--- config.mk ---
export PLATFORM = sky130hd
export DESIGN_NAME = par_result_out
export DESIGN_NICKNAME = d
export VERILOG_FILES = /design/src/hdl/par_out_pkg.sv /design/src/hdl/par_result_out.sv
export SDC_FILE = /design/constraint.sdc
export NUM_CORES = 1
export LEC_CHECK = 0
export BUFFER_PORTS_ARGS = -buffer_cell sky130_fd_sc_hd__buf_2
export CORE_ASPECT_RATIO = 2
export CORE_MARGIN = 4
export CORE_UTILIZATION = 37
export DETAILED_ROUTE_END_ITERATION = 12
export HOLD_SLACK_MARGIN = 0.06
export SYNTH_ARGS = -nofsm -noshare
export SYNTH_HDL_FRONTEND = slang
export SYNTH_SLANG_ARGS = --single-unit
export TNS_END_PERCENT = 50
--- constraint.sdc ---
create_clock -name clk_sys -period 7.6 [get_ports clk_sys]
set_input_delay 1.52 -clock clk_sys [delete_from_list [all_inputs] [get_ports clk_sys]]
set_output_delay 1.52 -clock clk_sys [all_outputs]
set_load 0.01 [all_outputs]
--- src/hdl/par_out_pkg.sv ---
// constants, register map and carrier types of the parallel result output port
package par_out_pkg;
  // ----------------------------------------------------------------
  // timebase
  // ----------------------------------------------------------------
  localparam int CLK_PERIOD_NS = 4;
  localparam int TICK_NS = 100000; // 0.1 ms timer step
  localparam int TICK_CYCLES = TICK_NS / CLK_PERIOD_NS;
  // ----------------------------------------------------------------
  // register byte offsets
  // ----------------------------------------------------------------
  localparam logic [7:0] OFS_CTRL = 8'h00;
  localparam logic [7:0] OFS_CYCLE = 8'h04;
  localparam logic [7:0] OFS_DELAY = 8'h08;
  localparam logic [7:0] OFS_WIDTH = 8'h0c;
  localparam logic [7:0] OFS_TIMEOUT = 8'h10;
  localparam logic [7:0] OFS_PULSE = 8'h14;
  localparam logic [7:0] OFS_STATUS = 8'h18;
  localparam logic [7:0] OFS_MASK = 8'h1c;
  localparam logic [7:0] OFS_STATE = 8'h20;
  // ----------------------------------------------------------------
  // reset values and limits (timers in 0.1 ms ticks, pulse in 1 ms, timeout in 0.1 s)
  // ----------------------------------------------------------------
  localparam logic [19:0] CYCLE_RST = 20'h00064;
  localparam logic [19:0] CYCLE_MIN = 20'h00014;
  localparam logic [19:0] CYCLE_MAX = 20'h186a0;
  localparam logic [19:0] DELAY_RST = 20'h00000;
  localparam logic [19:0] DELAY_MAX = 20'h02710;
  localparam logic [19:0] WIDTH_RST = 20'h00032;
  localparam logic [19:0] WIDTH_MIN = 20'h0000a;
  localparam logic [19:0] WIDTH_MAX = 20'h02710;
  localparam logic [19:0] TO_RST = 20'h00064;
  localparam logic [19:0] TO_MIN = 20'h0000a;
  localparam logic [19:0] TO_MAX = 20'h00258;
  localparam logic [19:0] TICKS_PER_TENTH_S = 20'h003e8;
  localparam logic [19:0] TICKS_PER_MS = 20'h0000a;
  localparam logic [7:0] PULSE_RST = 8'h00;
  // ----------------------------------------------------------------
  // fields
  // ----------------------------------------------------------------
  localparam int STAT_W = 3;
  localparam int ST_TIMEOUT = 0;
  localparam int ST_SENT = 1;
  localparam int ST_OVERRUN = 2;
  localparam int CTRL_W = 4;
  localparam logic [3:0] CTRL_RST = 4'h0;
  localparam int DATA_W = 16;
  typedef struct packed {
    logic readySel;  // 1: ready at image capture done, 0: at measurement done
    logic oneShot;   // 1: judgment line one-shot, 0: level
    logic handshake; // 1: wait for acknowledge per result
    logic polOk;     // 1: lines active on OK, 0: active on NG
  } ctrl_t;
  typedef struct packed {
    logic [DATA_W-1:0] data;
    logic ng;
  } result_t;
endpackage

--- src/hdl/par_result_out.sv ---
// parallel result output port with strobe timing, handshake, judgment and ready lines
`timescale 1ns/1ps
module par_result_out #(
  parameter int TickCycles = par_out_pkg::TICK_CYCLES
) (
  input wire logic clk_sys,
  input wire logic rst_b,
  // apb slave
  input wire logic psel,
  input wire logic penable,
  input wire logic pwrite,
  input wire logic [7:0] paddr,
  input wire logic [31:0] pwdata,
  output logic [31:0] prdata,
  output logic pready,
  output logic pslverr,
  // measurement side
  input wire logic resultValid,
  input wire par_out_pkg::result_t resultIn,
  input wire logic trigIn,
  input wire logic captureDone,
  input wire logic measDone,
  // receiving controller side
  input wire logic ackIn,
  output logic [15:0] result_data_lines,
  output logic resultStrobe,
  output logic judgeOut,
  output logic readyOut,
  output logic irq
);
  typedef enum {ST_IDLE, ST_DELAY, ST_STROBE, ST_WAIT} state_t;

  // keeps a written timer value inside its legal range
  function automatic logic [19:0] clampVal(input logic [19:0] v, input logic [19:0] lo, input logic [19:0] hi);
    clampVal = (v < lo) ? lo : ((v > hi) ? hi : v);
  endfunction

  // ----------------------------------------------------------------
  // registers and state
  // ----------------------------------------------------------------
  par_out_pkg::ctrl_t ctrl_reg;
  logic [19:0] cycle_reg, delay_reg, width_reg, timeout_reg;
  logic [7:0] pulse_reg;
  logic [par_out_pkg::STAT_W-1:0] status_reg, mask_reg, status_next;
  state_t state_reg;
  logic [31:0] tickDiv_reg;
  logic tick;
  logic [19:0] tmr_reg, cyc_reg, pulseCnt_reg;
  logic cycRun_reg;
  par_out_pkg::result_t pend_reg;
  logic pendValid_reg;
  logic [31:0] rdNext;
  logic wrEn, setupRd, mapped, loadEvt, toHit, sentEvt;
  logic [19:0] timeoutTicks, pulseTicks;

  assign wrEn = psel && penable && pwrite;
  assign setupRd = psel && !penable && !pwrite;
  assign timeoutTicks = 20'(timeout_reg * par_out_pkg::TICKS_PER_TENTH_S);
  assign pulseTicks = 20'({12'h000, pulse_reg} * par_out_pkg::TICKS_PER_MS);

  // ----------------------------------------------------------------
  // apb slave: zero wait states, error on unmapped offsets
  // ----------------------------------------------------------------
  always_comb
  begin
    mapped = 1'b1;
    rdNext = 32'h0000_0000;
    case (paddr)
      par_out_pkg::OFS_CTRL: rdNext = {28'h0000000, ctrl_reg};
      par_out_pkg::OFS_CYCLE: rdNext = {12'h000, cycle_reg};
      par_out_pkg::OFS_DELAY: rdNext = {12'h000, delay_reg};
      par_out_pkg::OFS_WIDTH: rdNext = {12'h000, width_reg};
      par_out_pkg::OFS_TIMEOUT: rdNext = {12'h000, timeout_reg};
      par_out_pkg::OFS_PULSE: rdNext = {24'h000000, pulse_reg};
      par_out_pkg::OFS_STATUS: rdNext = {29'h00000000, status_reg};
      par_out_pkg::OFS_MASK: rdNext = {29'h00000000, mask_reg};
      par_out_pkg::OFS_STATE: rdNext = {26'h0000000, pendValid_reg, readyOut, judgeOut, resultStrobe,
                                        state_reg != ST_IDLE, state_reg == ST_WAIT};
      default: mapped = 1'b0;
    endcase
  end

  assign pready = 1'b1;
  assign pslverr = psel && penable && !mapped;

  // read data is captured in the setup cycle so it comes from a flip-flop
  always_ff @(posedge clk_sys)
  begin
    if (!rst_b)
      prdata <= 32'h0000_0000;
    else if (setupRd)
      prdata <= rdNext;
  end

  // configuration writes, clamped so the timers never see an illegal value
  always_ff @(posedge clk_sys)
  begin
    if (!rst_b)
    begin
      ctrl_reg <= par_out_pkg::CTRL_RST;
      cycle_reg <= par_out_pkg::CYCLE_RST;
      delay_reg <= par_out_pkg::DELAY_RST;
      width_reg <= par_out_pkg::WIDTH_RST;
      timeout_reg <= par_out_pkg::TO_RST;
      pulse_reg <= par_out_pkg::PULSE_RST;
      mask_reg <= '0;
    end
    else if (wrEn)
    begin
      case (paddr)
        par_out_pkg::OFS_CTRL: ctrl_reg <= pwdata[par_out_pkg::CTRL_W-1:0];
        par_out_pkg::OFS_CYCLE: cycle_reg <= clampVal(pwdata[19:0], par_out_pkg::CYCLE_MIN, par_out_pkg::CYCLE_MAX);
        par_out_pkg::OFS_DELAY: delay_reg <= clampVal(pwdata[19:0], par_out_pkg::DELAY_RST, par_out_pkg::DELAY_MAX);
        par_out_pkg::OFS_WIDTH: width_reg <= clampVal(pwdata[19:0], par_out_pkg::WIDTH_MIN, par_out_pkg::WIDTH_MAX);
        par_out_pkg::OFS_TIMEOUT: timeout_reg <= clampVal(pwdata[19:0], par_out_pkg::TO_MIN, par_out_pkg::TO_MAX);
        par_out_pkg::OFS_PULSE: pulse_reg <= pwdata[7:0];
        par_out_pkg::OFS_MASK: mask_reg <= pwdata[par_out_pkg::STAT_W-1:0];
        default: ;
      endcase
    end
  end

  // ----------------------------------------------------------------
  // sticky status and interrupt; a new event wins over a write-one clear
  // ----------------------------------------------------------------
  always_comb
  begin
    status_next = status_reg;
    if (wrEn && paddr == par_out_pkg::OFS_STATUS)
      status_next = status_reg & ~pwdata[par_out_pkg::STAT_W-1:0];
    if (toHit)
      status_next[par_out_pkg::ST_TIMEOUT] = 1'b1;
    if (sentEvt)
      status_next[par_out_pkg::ST_SENT] = 1'b1;
    if (resultValid && pendValid_reg && !loadEvt)
      status_next[par_out_pkg::ST_OVERRUN] = 1'b1;
  end

  always_ff @(posedge clk_sys)
  begin
    if (!rst_b)
      status_reg <= '0;
    else
      status_reg <= status_next;
  end

  assign irq = |(status_reg & mask_reg);

  // ----------------------------------------------------------------
  // 0.1 ms tick divider
  // ----------------------------------------------------------------
  always_ff @(posedge clk_sys)
  begin
    if (!rst_b || tickDiv_reg >= 32'(TickCycles - 1))
      tickDiv_reg <= 32'h0000_0000;
    else
      tickDiv_reg <= tickDiv_reg + 32'h0000_0001;
  end

  assign tick = (tickDiv_reg >= 32'(TickCycles - 1));

  // ----------------------------------------------------------------
  // pending result: one slot, the newest result replaces an unsent one
  // ----------------------------------------------------------------
  always_ff @(posedge clk_sys)
  begin
    if (!rst_b)
    begin
      pend_reg <= '0;
      pendValid_reg <= 1'b0;
    end
    else if (resultValid)
    begin
      pend_reg <= resultIn;
      pendValid_reg <= 1'b1;
    end
    else if (loadEvt)
      pendValid_reg <= 1'b0;
  end

  // a new result goes out only once the output cycle has elapsed since the last one
  assign loadEvt = (state_reg == ST_IDLE) && pendValid_reg && (!cycRun_reg || cyc_reg >= cycle_reg);

  always_ff @(posedge clk_sys)
  begin
    if (!rst_b)
    begin
      cyc_reg <= '0;
      cycRun_reg <= 1'b0;
    end
    else if (loadEvt)
    begin
      cyc_reg <= '0;
      cycRun_reg <= 1'b1;
    end
    else if (tick && cyc_reg < par_out_pkg::CYCLE_MAX)
      cyc_reg <= cyc_reg + 20'h00001;
  end

  // ----------------------------------------------------------------
  // output sequencer
  // ----------------------------------------------------------------
  assign toHit = (state_reg == ST_WAIT) && !ackIn && tmr_reg >= timeoutTicks;
  assign sentEvt = ((state_reg == ST_STROBE) && !ctrl_reg.handshake && tmr_reg >= width_reg)
                   || ((state_reg == ST_WAIT) && ackIn);

  // the phase timer restarts on entering delay and strobe, not on entering wait; timeout counts from strobe rise
  always_ff @(posedge clk_sys)
  begin
    if (!rst_b)
    begin
      state_reg <= ST_IDLE;
      tmr_reg <= '0;
    end
    else
    begin
      case (state_reg)
        ST_IDLE:
          if (loadEvt)
          begin
            state_reg <= ST_DELAY;
            tmr_reg <= '0;
          end
        ST_DELAY:
          if (tmr_reg >= delay_reg)
          begin
            state_reg <= ST_STROBE;
            tmr_reg <= '0;
          end
          else if (tick)
            tmr_reg <= tmr_reg + 20'h00001;
        ST_STROBE:
          if (tmr_reg >= width_reg)
            state_reg <= ctrl_reg.handshake ? ST_WAIT : ST_IDLE;
          else if (tick)
            tmr_reg <= tmr_reg + 20'h00001;
        ST_WAIT:
          if (ackIn || toHit)
            state_reg <= ST_IDLE;
          else if (tick)
            tmr_reg <= tmr_reg + 20'h00001;
        default:
          state_reg <= ST_IDLE;
      endcase
    end
  end

  // data lines show the judgment bits in the chosen polarity, held until the next load
  always_ff @(posedge clk_sys)
  begin
    if (!rst_b)
      result_data_lines <= '0;
    else if (loadEvt)
      result_data_lines <= ctrl_reg.polOk ? ~pend_reg.data : pend_reg.data;
  end

  // strobe is high in the strobe phase and through the acknowledge wait
  always_ff @(posedge clk_sys)
  begin
    if (!rst_b)
      resultStrobe <= 1'b0;
    else
      resultStrobe <= (state_reg == ST_DELAY && tmr_reg >= delay_reg)
                      || (state_reg == ST_STROBE && (tmr_reg < width_reg || ctrl_reg.handshake))
                      || (state_reg == ST_WAIT && !ackIn && !toHit);
  end

  // ----------------------------------------------------------------
  // judgment line; a zero pulse time gives no pulse at all
  // ----------------------------------------------------------------
  always_ff @(posedge clk_sys)
  begin
    if (!rst_b)
    begin
      judgeOut <= 1'b0;
      pulseCnt_reg <= '0;
    end
    else if (loadEvt)
    begin
      if (!ctrl_reg.oneShot)
        judgeOut <= pend_reg.ng ^ ctrl_reg.polOk;
      else
      begin
        judgeOut <= (pend_reg.ng ^ ctrl_reg.polOk) && pulseTicks != 20'h00000;
        pulseCnt_reg <= pulseTicks;
      end
    end
    else if (ctrl_reg.oneShot && tick && pulseCnt_reg != 20'h00000)
    begin
      pulseCnt_reg <= pulseCnt_reg - 20'h00001;
      if (pulseCnt_reg == 20'h00001)
        judgeOut <= 1'b0;
    end
  end

  // ----------------------------------------------------------------
  // ready line: trigger clears it, the selected processing point sets it
  // ----------------------------------------------------------------
  always_ff @(posedge clk_sys)
  begin
    if (!rst_b)
      readyOut <= 1'b0;
    else if (ctrl_reg.readySel ? captureDone : measDone)
      readyOut <= 1'b1;
    else if (trigIn)
      readyOut <= 1'b0;
  end
endmodule

# After elaboration in Yosys (flattened, before gate mapping)
# Index checks and enable logic that the tools add are counted.
# word_totals
in_bits	67
out_inout_bits	54
reg_bits	292
# classes
n_lt_le_gt_ge	13
muxes	38
n_eq_ne	22
n_bitwise	6
addsub	4
multipliers	2
reduce_logical	66
# op_table
cell	n
$mux W20	15
$pmux W20 S9	1
$mux W32	4
$pmux W32 S4	1
$eq A32 B2 Y1 const B	3
$ge A20 B20 Y1	4
$pmux W20 S4	1
$eq A32 B3 Y1 const B	2
$logic_not A32 Y1	2
$add A20 B1 Y20 const B	2
$reduce_bool A20 Y1	2
$add A32 B1 Y32 const B	1
$eq A32 B1 Y1 const B	1
$eq A8 B5 Y1 const B	4
$ge A32 B15 Y1 const B	1
$reduce_bool A32 Y1	1
$logic_and A1 B1 Y1	22
$eq A20 B1 Y1 const B	1
$gt A20 B10 Y1 const B	1
$gt A20 B14 Y1 const B	1
$gt A20 B17 Y1 const B	1
$lt A20 B1 Y1 const B	1
$lt A20 B17 Y1 const B	1
$lt A20 B20 Y1	1
28 further kinds	77

# Logic depth before layout (Yosys ltp)
# Gate-level depths: netlist of the first run.
# logic_depth
depth_word	6
mapped_depth	24
depth_no_buf	23

# Least setup slack after synthesis of the first run
# No wires, ideal clock.
# synth_path
path_type	flip-flop to flip-flop
from	register timeout_reg[0]
to	register tmr_reg[10]
n_path_buf	1
setup_slack_ps	2003
setup_time_ps	121
path_stages_with_launch	23
required_ps	7479
arrival_time_ps	5476
synth_period_minus_slack_ps	5597
cell_sequence	dfxtp_1 -> fa_1 -> fa_1 -> inv_1 -> fa_1 -> fa_1 -> inv_1 -> ha_1 -> o21a_1 -> o21ai_0 -> nand2b_1 -> a31o_2 -> a41o_1 -> o41ai_1 -> xor2_1 -> ha_1 -> nand2_1 -> o21ai_0 -> nor4_1 -> o32ai_2 -> buf_6 -> a21o_1 -> mux2_2
# synth_between
elab_chain_cells	6
# synth_lines
item	line_no	text
start: declaration	par_result_out.sv:42	logic [19:0] cycle_reg, delay_reg, width_reg, timeout_reg;
start signal: assignment	par_result_out.sv:104	timeout_reg <= par_out_pkg::TO_RST;
start signal: assignment	par_result_out.sv:115	par_out_pkg::OFS_TIMEOUT: timeout_reg <= clampVal(pwdata[19:0], par_out_pkg::TO_MIN, par_out_pkg::TO_MAX);
$mul A20 B7 Y17	par_result_out.sv:58	assign timeoutTicks = 20'(timeout_reg * par_out_pkg::TICKS_PER_TENTH_S);
$ge A20 B20 Y1	par_result_out.sv:203	assign toHit = (state_reg == ST_WAIT) && !ackIn && tmr_reg >= timeoutTicks;
$logic_and A1 B1 Y1	par_result_out.sv:203	
$logic_or A1 B1 Y1	par_result_out.sv:238	if (ackIn || toHit)
$ne A2 B2 Y1 (no line)	--	
$reduce_and A4 Y1 (no line)	--	
end signal: assignment	par_result_out.sv:231	tmr_reg <= tmr_reg + 20'h00001;
end signal: assignment	par_result_out.sv:236	tmr_reg <= tmr_reg + 20'h00001;
end signal: assignment	par_result_out.sv:241	tmr_reg <= tmr_reg + 20'h00001;
end: declaration	par_result_out.sv:48	logic [19:0] tmr_reg, cyc_reg, pulseCnt_reg;
# No other way between the ends.
# A chain may end at the register's enable or synchronous reset.

# Worst setup path in the final report of the first run
# layout_path
from	register timeout_reg[2]
to	register tmr_reg[10]
# Same word-level chain as after synthesis.

==> results.md, run 1 <==
- Outcome: complete, no violations
- Port Buffers: 95
- CP Capture Type: flop
- Remaining Overflow, GRT: 0
- Sw power: 0.000710 W
- CTS tree: built
- Slowest CP cell: fa_1
- Reg power frac: 0.476
- Worst EP arrival: 7120 ps
- Routed len/inst: 20.2 um
- CP dominant cell by count: fa_1
- Util after Layout: 0.418
- Hpwl dp: roughly 37 mm
- Syn_area_per_cell: 8.62 um2
- Critical Path Max Stage Delay: 620 ps
- Min cycle time layout: around 6700 ps
- Peak supply drop: between 0.15 and 0.2 mV
- Chip height: slightly below 300 um
- Total of cells resized after clock tree synthesis: 0
- Crit path cell chain: inv_1 -> fa_1 -> fa_1 -> fa_1 -> fa_1 -> inv_1 -> ha_1 -> o21ai_0 -> nand2b_1 -> a31o_2 -> a41o_1 -> o41ai_1 -> xor2_1 -> ha_1 -> nand4_1 -> a31oi_1 -> nor2_1 -> a22o_1 -> and4_2 -> mux2_2
- Full die area: ~43000 um2
- Period utilization: 0.879
- Synth Warn #: 0
- EDFF count, synth: 0
- Sink Count: 250
- Clk buf depth: 3
- Vias in the first global route: 13100
- Gr usage total: 0.214
- Hold Path Origin: tickDiv_reg[0]
- Class of the worst hold path: reg -> reg
- Synth unique cells: slightly below 90
- Largest net degree at the start of global routing: slightly above 70
- Commonest non-fill, non-tap cell in the layout: dfxtp_1
- CTS clk-pin slew, worst paths: ~70 ps
- Crit path buffers/inverters: 2
- #FFs+latches synth: 250
- Met2 global-route usage: 0.408
- Clock share of power: 0.453
- Setup TNS: 0 ps
- Worst endpoint required time: about 8000 ps
- Clk Latency, worst-skew pair: approximately 550 ps
- Post-CTS Setup Bufs: 0
- RSZ-0062 raised after global routing: false
- Synth area leaders: dfxtp_1 (34%), ha_1 (11%), fa_1 (6.0%), a21oi_1 (5.0%), inv_1 (4.1%)
- Static Leak: roughly 6.8 nW
- NumNets Final: between 2000 and 2500
- Setup violators final: 0
- Routed Antenna Nets: 0
- F_max: 150 MHz
- Grt met3 use: 0.0328
- Busiest grt layer: met2
- Tot Pwr: between 0.002 and 0.003 W
- H-Tree Depth: 1
- Detailed-route via count: 12900
- Tightest Pin Transition: 1250 ps
- Largest fanout on the critical path: 10
- Antenna violations before repair: 5
- Initial Utilization: 0.374
- Die span in x: about 150 um
- Reg2reg start: timeout_reg[2]
- Max-cap violations: 0
- Startpoint type of the worst setup path: flop
- Critical path class: reg -> reg
- FFs w/ async S/R, synth: 0
- Cell Pwr Density: 173 nW/um2
- Met1 GRT Util: 0.199
- Seq/Total Area, Yosys: 0.339
- Switching share of power: 0.249
- Clock Skews: about 28 ps
- Comb power frac: 0.071
- Pins Over Slew Limit: 0
- Synth Instances: ~1700
- Commonest cells after routing, fill and taps aside: dfxtp_1 (250), inv_1 (163), nor2_1 (162), a21oi_1 (148), ha_1 (127)
- Initial DRC Count: 697
- Final Hold Vio Count: 0
- Remaining DRCs: 0
- Drt via density: between 5 and 6
- Total internal power: about 0.0021 W
- Largest register FFs: 32
- CTS buffer count: 25
- Area leader, netlist: dfxtp_1
- TritonRoute pass-1 iters: 6
- Clock root cell: clkbuf_16
- CTS Hold Bufs: 0
- I/O pin total: 121
- Rel. slew slack: 0.142
- Crit-path leading delay family: adder cells
- GPL Wtd Cong: approximately 0.93
- Share of layout cells above drive strength 1: 0.100
- Row count: between 100 and 150
- Mapped Area: approximately 15000 um2
- Total wire length: around 47 mm
- P&R area growth vs syn: 11.7%
- First-pass GRT wire length: ~73 mm
- Core ar.: just under 40000 um2
- Post-synth top area share: 0.339
- CP startpoint: timeout_reg[2]
- Setup WS post-layout: just over 900 ps
- Main synth FF type: dfxtp_1
- Pre-CTS WS: roughly 900 ps
power by group through the flow:
stage | registers (W) | logic, W | clock network [W]
after floorplan | 0.00139 | 0.000129 | 0
after global placement | 0.00139 | 0.000200 | 0
after detailed placement | 0.00139 | 0.000204 | 0
after CTS | 0.00136 | 0.000204 | 0.00132
after global routing | 0.00136 | 0.000224 | 0.00136
final | 0.00136 | 0.000204 | 0.00129
metrics by stage:
step	instance area, um2	hold slack [ps]	instances
final	16500	462	2321
after global routing	16500	491	2319
after CTS	16500	468	2318
after detailed placement	15600	451	2275
after global placement	15600	441	2275
after floorplan	14900	426	1740
area by class of cell:
type | instances | area (um2)
inverter | 165 | 622
sequential | 250 | 5000
antenna | 3 | 7.51
tap | 525 | 657
timing repair buffer | 108 | 573
clock buffer | 34 | 729
fill | 4025 | 22900
multi-input combinational | 1227 | 8790
clock inverter | 9 | 109
cells in the mapped netlist, types with 23 or more instances:
cell type / number
a222oi_1: 23
fa_1: 44
o21ai_0: 68
xnor2_1: 44
nor3_1: 49
clkbuf_1: 58
nand2_1: 96
a211oi_1: 33
a21oi_1: 148
mux2i_1: 35
nand3_1: 56
dfxtp_1: 250
inv_1: 163
nand4_1: 32
nor2_1: 162
and3_1: 25
xor2_1: 31
ha_1: 127
per-layer routing:
metal  vias up  routed length, um
met5         -                 20
met4         4               4070
met3       177               2110
met2       409              25500
met1      6234              15200
li1       6121                  -
final timing paths:
check	to	slack (ps)	cells after the start
min reg2reg	tickDiv_reg[0]	460	1
min	tickDiv_reg[0]	460	1
max	tmr_reg[10]	920	20
max reg2reg	tmr_reg[10]	920	20
kinds of logic (layout without fill, tap and decap cells):
logic type,after synthesis,in the layout,synth area share
and+or+nand+nor,518,518,0.175
other,2,33,0.000509
AOI/OAI and AO/OA,397,397,0.176
adders and majority gates,171,171,0.167
xor gates and xnor gates,75,75,0.0445
buffers and inverters,263,316,0.0740
muxes,36,36,0.0245
DFF,250,250,0.339
worst register-to-register path: cells and delay by family (launching register included):
kind	cells	cell delay [ps]
flip-flops	1	570
AO/OA/AOI/OAI	6	1950
XOR/XNOR	1	180
buffers and inverters	2	210
AND/OR/NAND/NOR	4	670
adder cells (fa/ha/maj)	6	2750
multiplexers	1	250
Note: power is estimated with default switching activity, not from simulation.
==> inputs of run 2 (changes only) <==
- CORE_UTILIZATION: 37 -> 60
- GPL_TIMING_DRIVEN: not set -> 0
- PLACE_DENSITY: not set -> 0.8
- SETUP_SLACK_MARGIN: not set -> 0.15
==> run 2 against run 1 <==
  * Setup slack improved by 180 ps
  * Non-clock buffer count rose by 77
  * Maximum frequency rose by 2.8%
  * Clock skew barely moved
  * Register-to-register slack improved by 180 ps
  * Hold slack improved by 8.8 ps
  * Power fell by 0.86%
  * Sequential share of layout area rose by 0.060 points
  * Critical endpoint is now tmr_reg[18]
==> results.md, run 2 (synthesis gave the netlist of run 1 again) <==
- Outcome: complete, no violations
- Class of the worst hold path: reg -> reg
- Initial Utilization: 0.607 (+0.233)
- CTS buffer count: 23 (-8.0%)
- P&R area growth vs syn: 11.5%
- Clock root cell: clkbuf_16
- Die span in x: 119 um (-20%)
- CP Capture Type: flop
- Final Hold Vio Count: 0 (unchanged)
- Crit path buffers/inverters: 3 (+1)
- TritonRoute pass-1 iters: 8 (+2)
- Commonest cells after routing, fill and taps aside: dfxtp_1 (250), inv_1 (163), nor2_1 (162), a21oi_1 (148), ha_1 (127)
- Core ar.: 24300 um2 (-38%)
- Sink Count: 250 (unchanged)
- Hpwl dp: 39.1 mm (+6.3%)
- Initial DRC Count: 1213 (+74%)
- Antenna violations before repair: 2 (-3)
- Tightest Pin Transition: 1290 ps (+32.8 ps)
- Sequential Area: 5000 um2 (unchanged)
- I/O pin total: 121 (unchanged)
- Min cycle time layout: 6500 ps (-179 ps)
- Clk buf depth: 3 (unchanged)
- Period utilization: 0.855 (-0.0236)
- Share of layout cells above drive strength 1: 0.100 (-0.000337)
- Total wire length: 50.2 mm (+7.1%)
- Detailed-route via count: 13800 (+6.6%)
- Worst endpoint required time: 8010 ps (-30 ps)
- Routed Antenna Nets: 0 (unchanged)
- Largest register FFs: 32 (unchanged)
- RSZ-0062 raised after global routing: false
- Critical Path Max Stage Delay: 600 ps (-20 ps)
- Total of cells resized after clock tree synthesis: 0 (unchanged)
- Clk Latency, worst-skew pair: 550 ps (about the same)
- Gr usage total: 0.365 (+0.151)
- F_max: 154 MHz (+2.8%)
- CTS tree: built
- Row count: 81 (-21%)
- Vias in the first global route: 14300 (+9.7%)
- Routed len/inst: 23.3 um (+15%)
- Clock share of power: 0.437 (-0.016)
- Multi-input gate area: 8780 um2 (-0.14%)
- Min Hold Slack: 470 ps (+8.82 ps)
- Drt via density: 6.39 (+15%)
- Comb power frac: 0.084 (+0.013)
- Critical path class: reg -> reg
- Clock Skews: 27.7 ps (+0.0307 ps)
- Remaining Overflow, GRT: 0 (unchanged)
- Setup violators final: 0 (unchanged)
- Slowest CP cell: dfxtp_1
- Chip height: 230 um (-21%)
- Peak supply drop: 0.220 mV (+29%)
- Startpoint type of the worst setup path: flop
- Rel. slew slack: 0.135 (-0.00737)
- Util after Layout: 0.677 (+0.259)
- Cell Pwr Density: 172 nW/um2 (-0.67%)
- Largest net degree at the start of global routing: 17 (-76%)
- NumNets Final: 2090 (+3.7%)
- Remaining DRCs: 0 (unchanged)
- Largest fanout on the critical path: 10 (unchanged)
- Commonest non-fill, non-tap cell in the layout: dfxtp_1
- Setup TNS: 0 ps (unchanged)
- CTS Hold Bufs: 0 (unchanged)
- GPL Wtd Cong: 1.00 (+8.2%)
- Fillers: 2103 (-48%)
- Full die area: 27300 um2 (-37%)
- Sw power: 0.000716 W (+0.78%)
- Crit-path leading delay family: adder cells
- First-pass GRT wire length: 77.5 mm (+6.4%)
- H-Tree Depth: 1 (unchanged)
- Total internal power: 0.00212 W (-1.4%)
- CTS clk-pin slew, worst paths: 70 ps (about the same)
- Switching share of power: 0.253 (+0.00413)
- Max-cap violations: 0 (unchanged)
- Worst EP arrival: 6910 ps (-210 ps)
- Crit path cell chain: inv_1 -> fa_1 -> fa_1 -> fa_1 -> fa_1 -> inv_1 -> ha_1 -> nor3_1 -> nor2_1 -> a31oi_1 -> a21oi_1 -> a21o_1 -> a21oi_1 -> xnor2_1 -> ha_1 -> a21oi_1 -> o21ai_0 -> nor4_1 -> o32ai_2 -> buf_2 -> a21oi_1 -> mux2i_1
- Pins Over Slew Limit: 0 (unchanged)
- Post-CTS Setup Bufs: 0 (unchanged)
- Port Buffers: 87 (-8.4%)
- Static Leak: 6.87 nW (+1.6%)
- Reg power frac: 0.479 (+0.003)
[run 2: cell count changes in the layout (fill, tap and decap cells not counted), sizes merged]
cell / change
clkinv: +1
buf: +17
bufinv: +2
diode: -2
clkinvlp: +2
clkbuf: +54
[run 2: worst paths after layout]
check	depth (start not counted)	start	endpoint	slack [ps]
setup / recovery	22	timeout_reg[2]	tmr_reg[18]	1100
hold / removal	2	width_reg[14]	width_reg[14]	470
setup reg to reg	22	timeout_reg[2]	tmr_reg[18]	1100
hold reg to reg	2	width_reg[14]	width_reg[14]	470
[run 2: stage by stage]
step / power, W / setup WS, ps / cells / cell area (um2)
after floorplan: 0.00152 / 2000 / 1740 / 14900
after global placement: 0.00161 / 1160 / 2117 / 15700
after detailed placement: 0.00161 / 1130 / 2117 / 15700
after CTS: 0.00282 / 1140 / 2159 / 16500
after global routing: 0.00290 / 725 / 2159 / 16500
final: 0.00283 / 1100 / 2160 / 16500
[run 2: cell type report]
cell class	count	share of cell area
Antenna cell	1	0.000152
Buffer	98	0.0287
Clock buffer	28	0.0361
Clock inverter	14	0.0116
Inverter	165	0.0376
Multi-Input combinational cell	1227	0.533
Sequential cell	250	0.304
Tap cell	290	0.0220
Timing Repair Buffer	87	0.0265
[run 2: routing by layer]
layer | wire (um) | up-vias | track usage
li1 | - | 6284 | -
met1 | 15300 | 6448 | 0.330
met2 | 25300 | 739 | 0.654
met3 | 3970 | 327 | 0.0891
met4 | 5700 | 4 | 0.336
met5 | 32 | - | 0
[run 2: power groups by stage]
stage / registers [W] / logic, W / clock network [W]
floorplan: 0.00139 / 0.000129 / 0
global placement: 0.00139 / 0.000222 / 0
detailed placement: 0.00139 / 0.000226 / 0
CTS: 0.00136 / 0.000228 / 0.00124
global route: 0.00136 / 0.000255 / 0.00129
finish: 0.00136 / 0.000236 / 0.00124
[run 2: tightest hold or removal path: cells and delay by family (launching register included)]
kind	cells	cell delay, ps
simple gates	1	50
buf+inv	1	70
flops	1	310
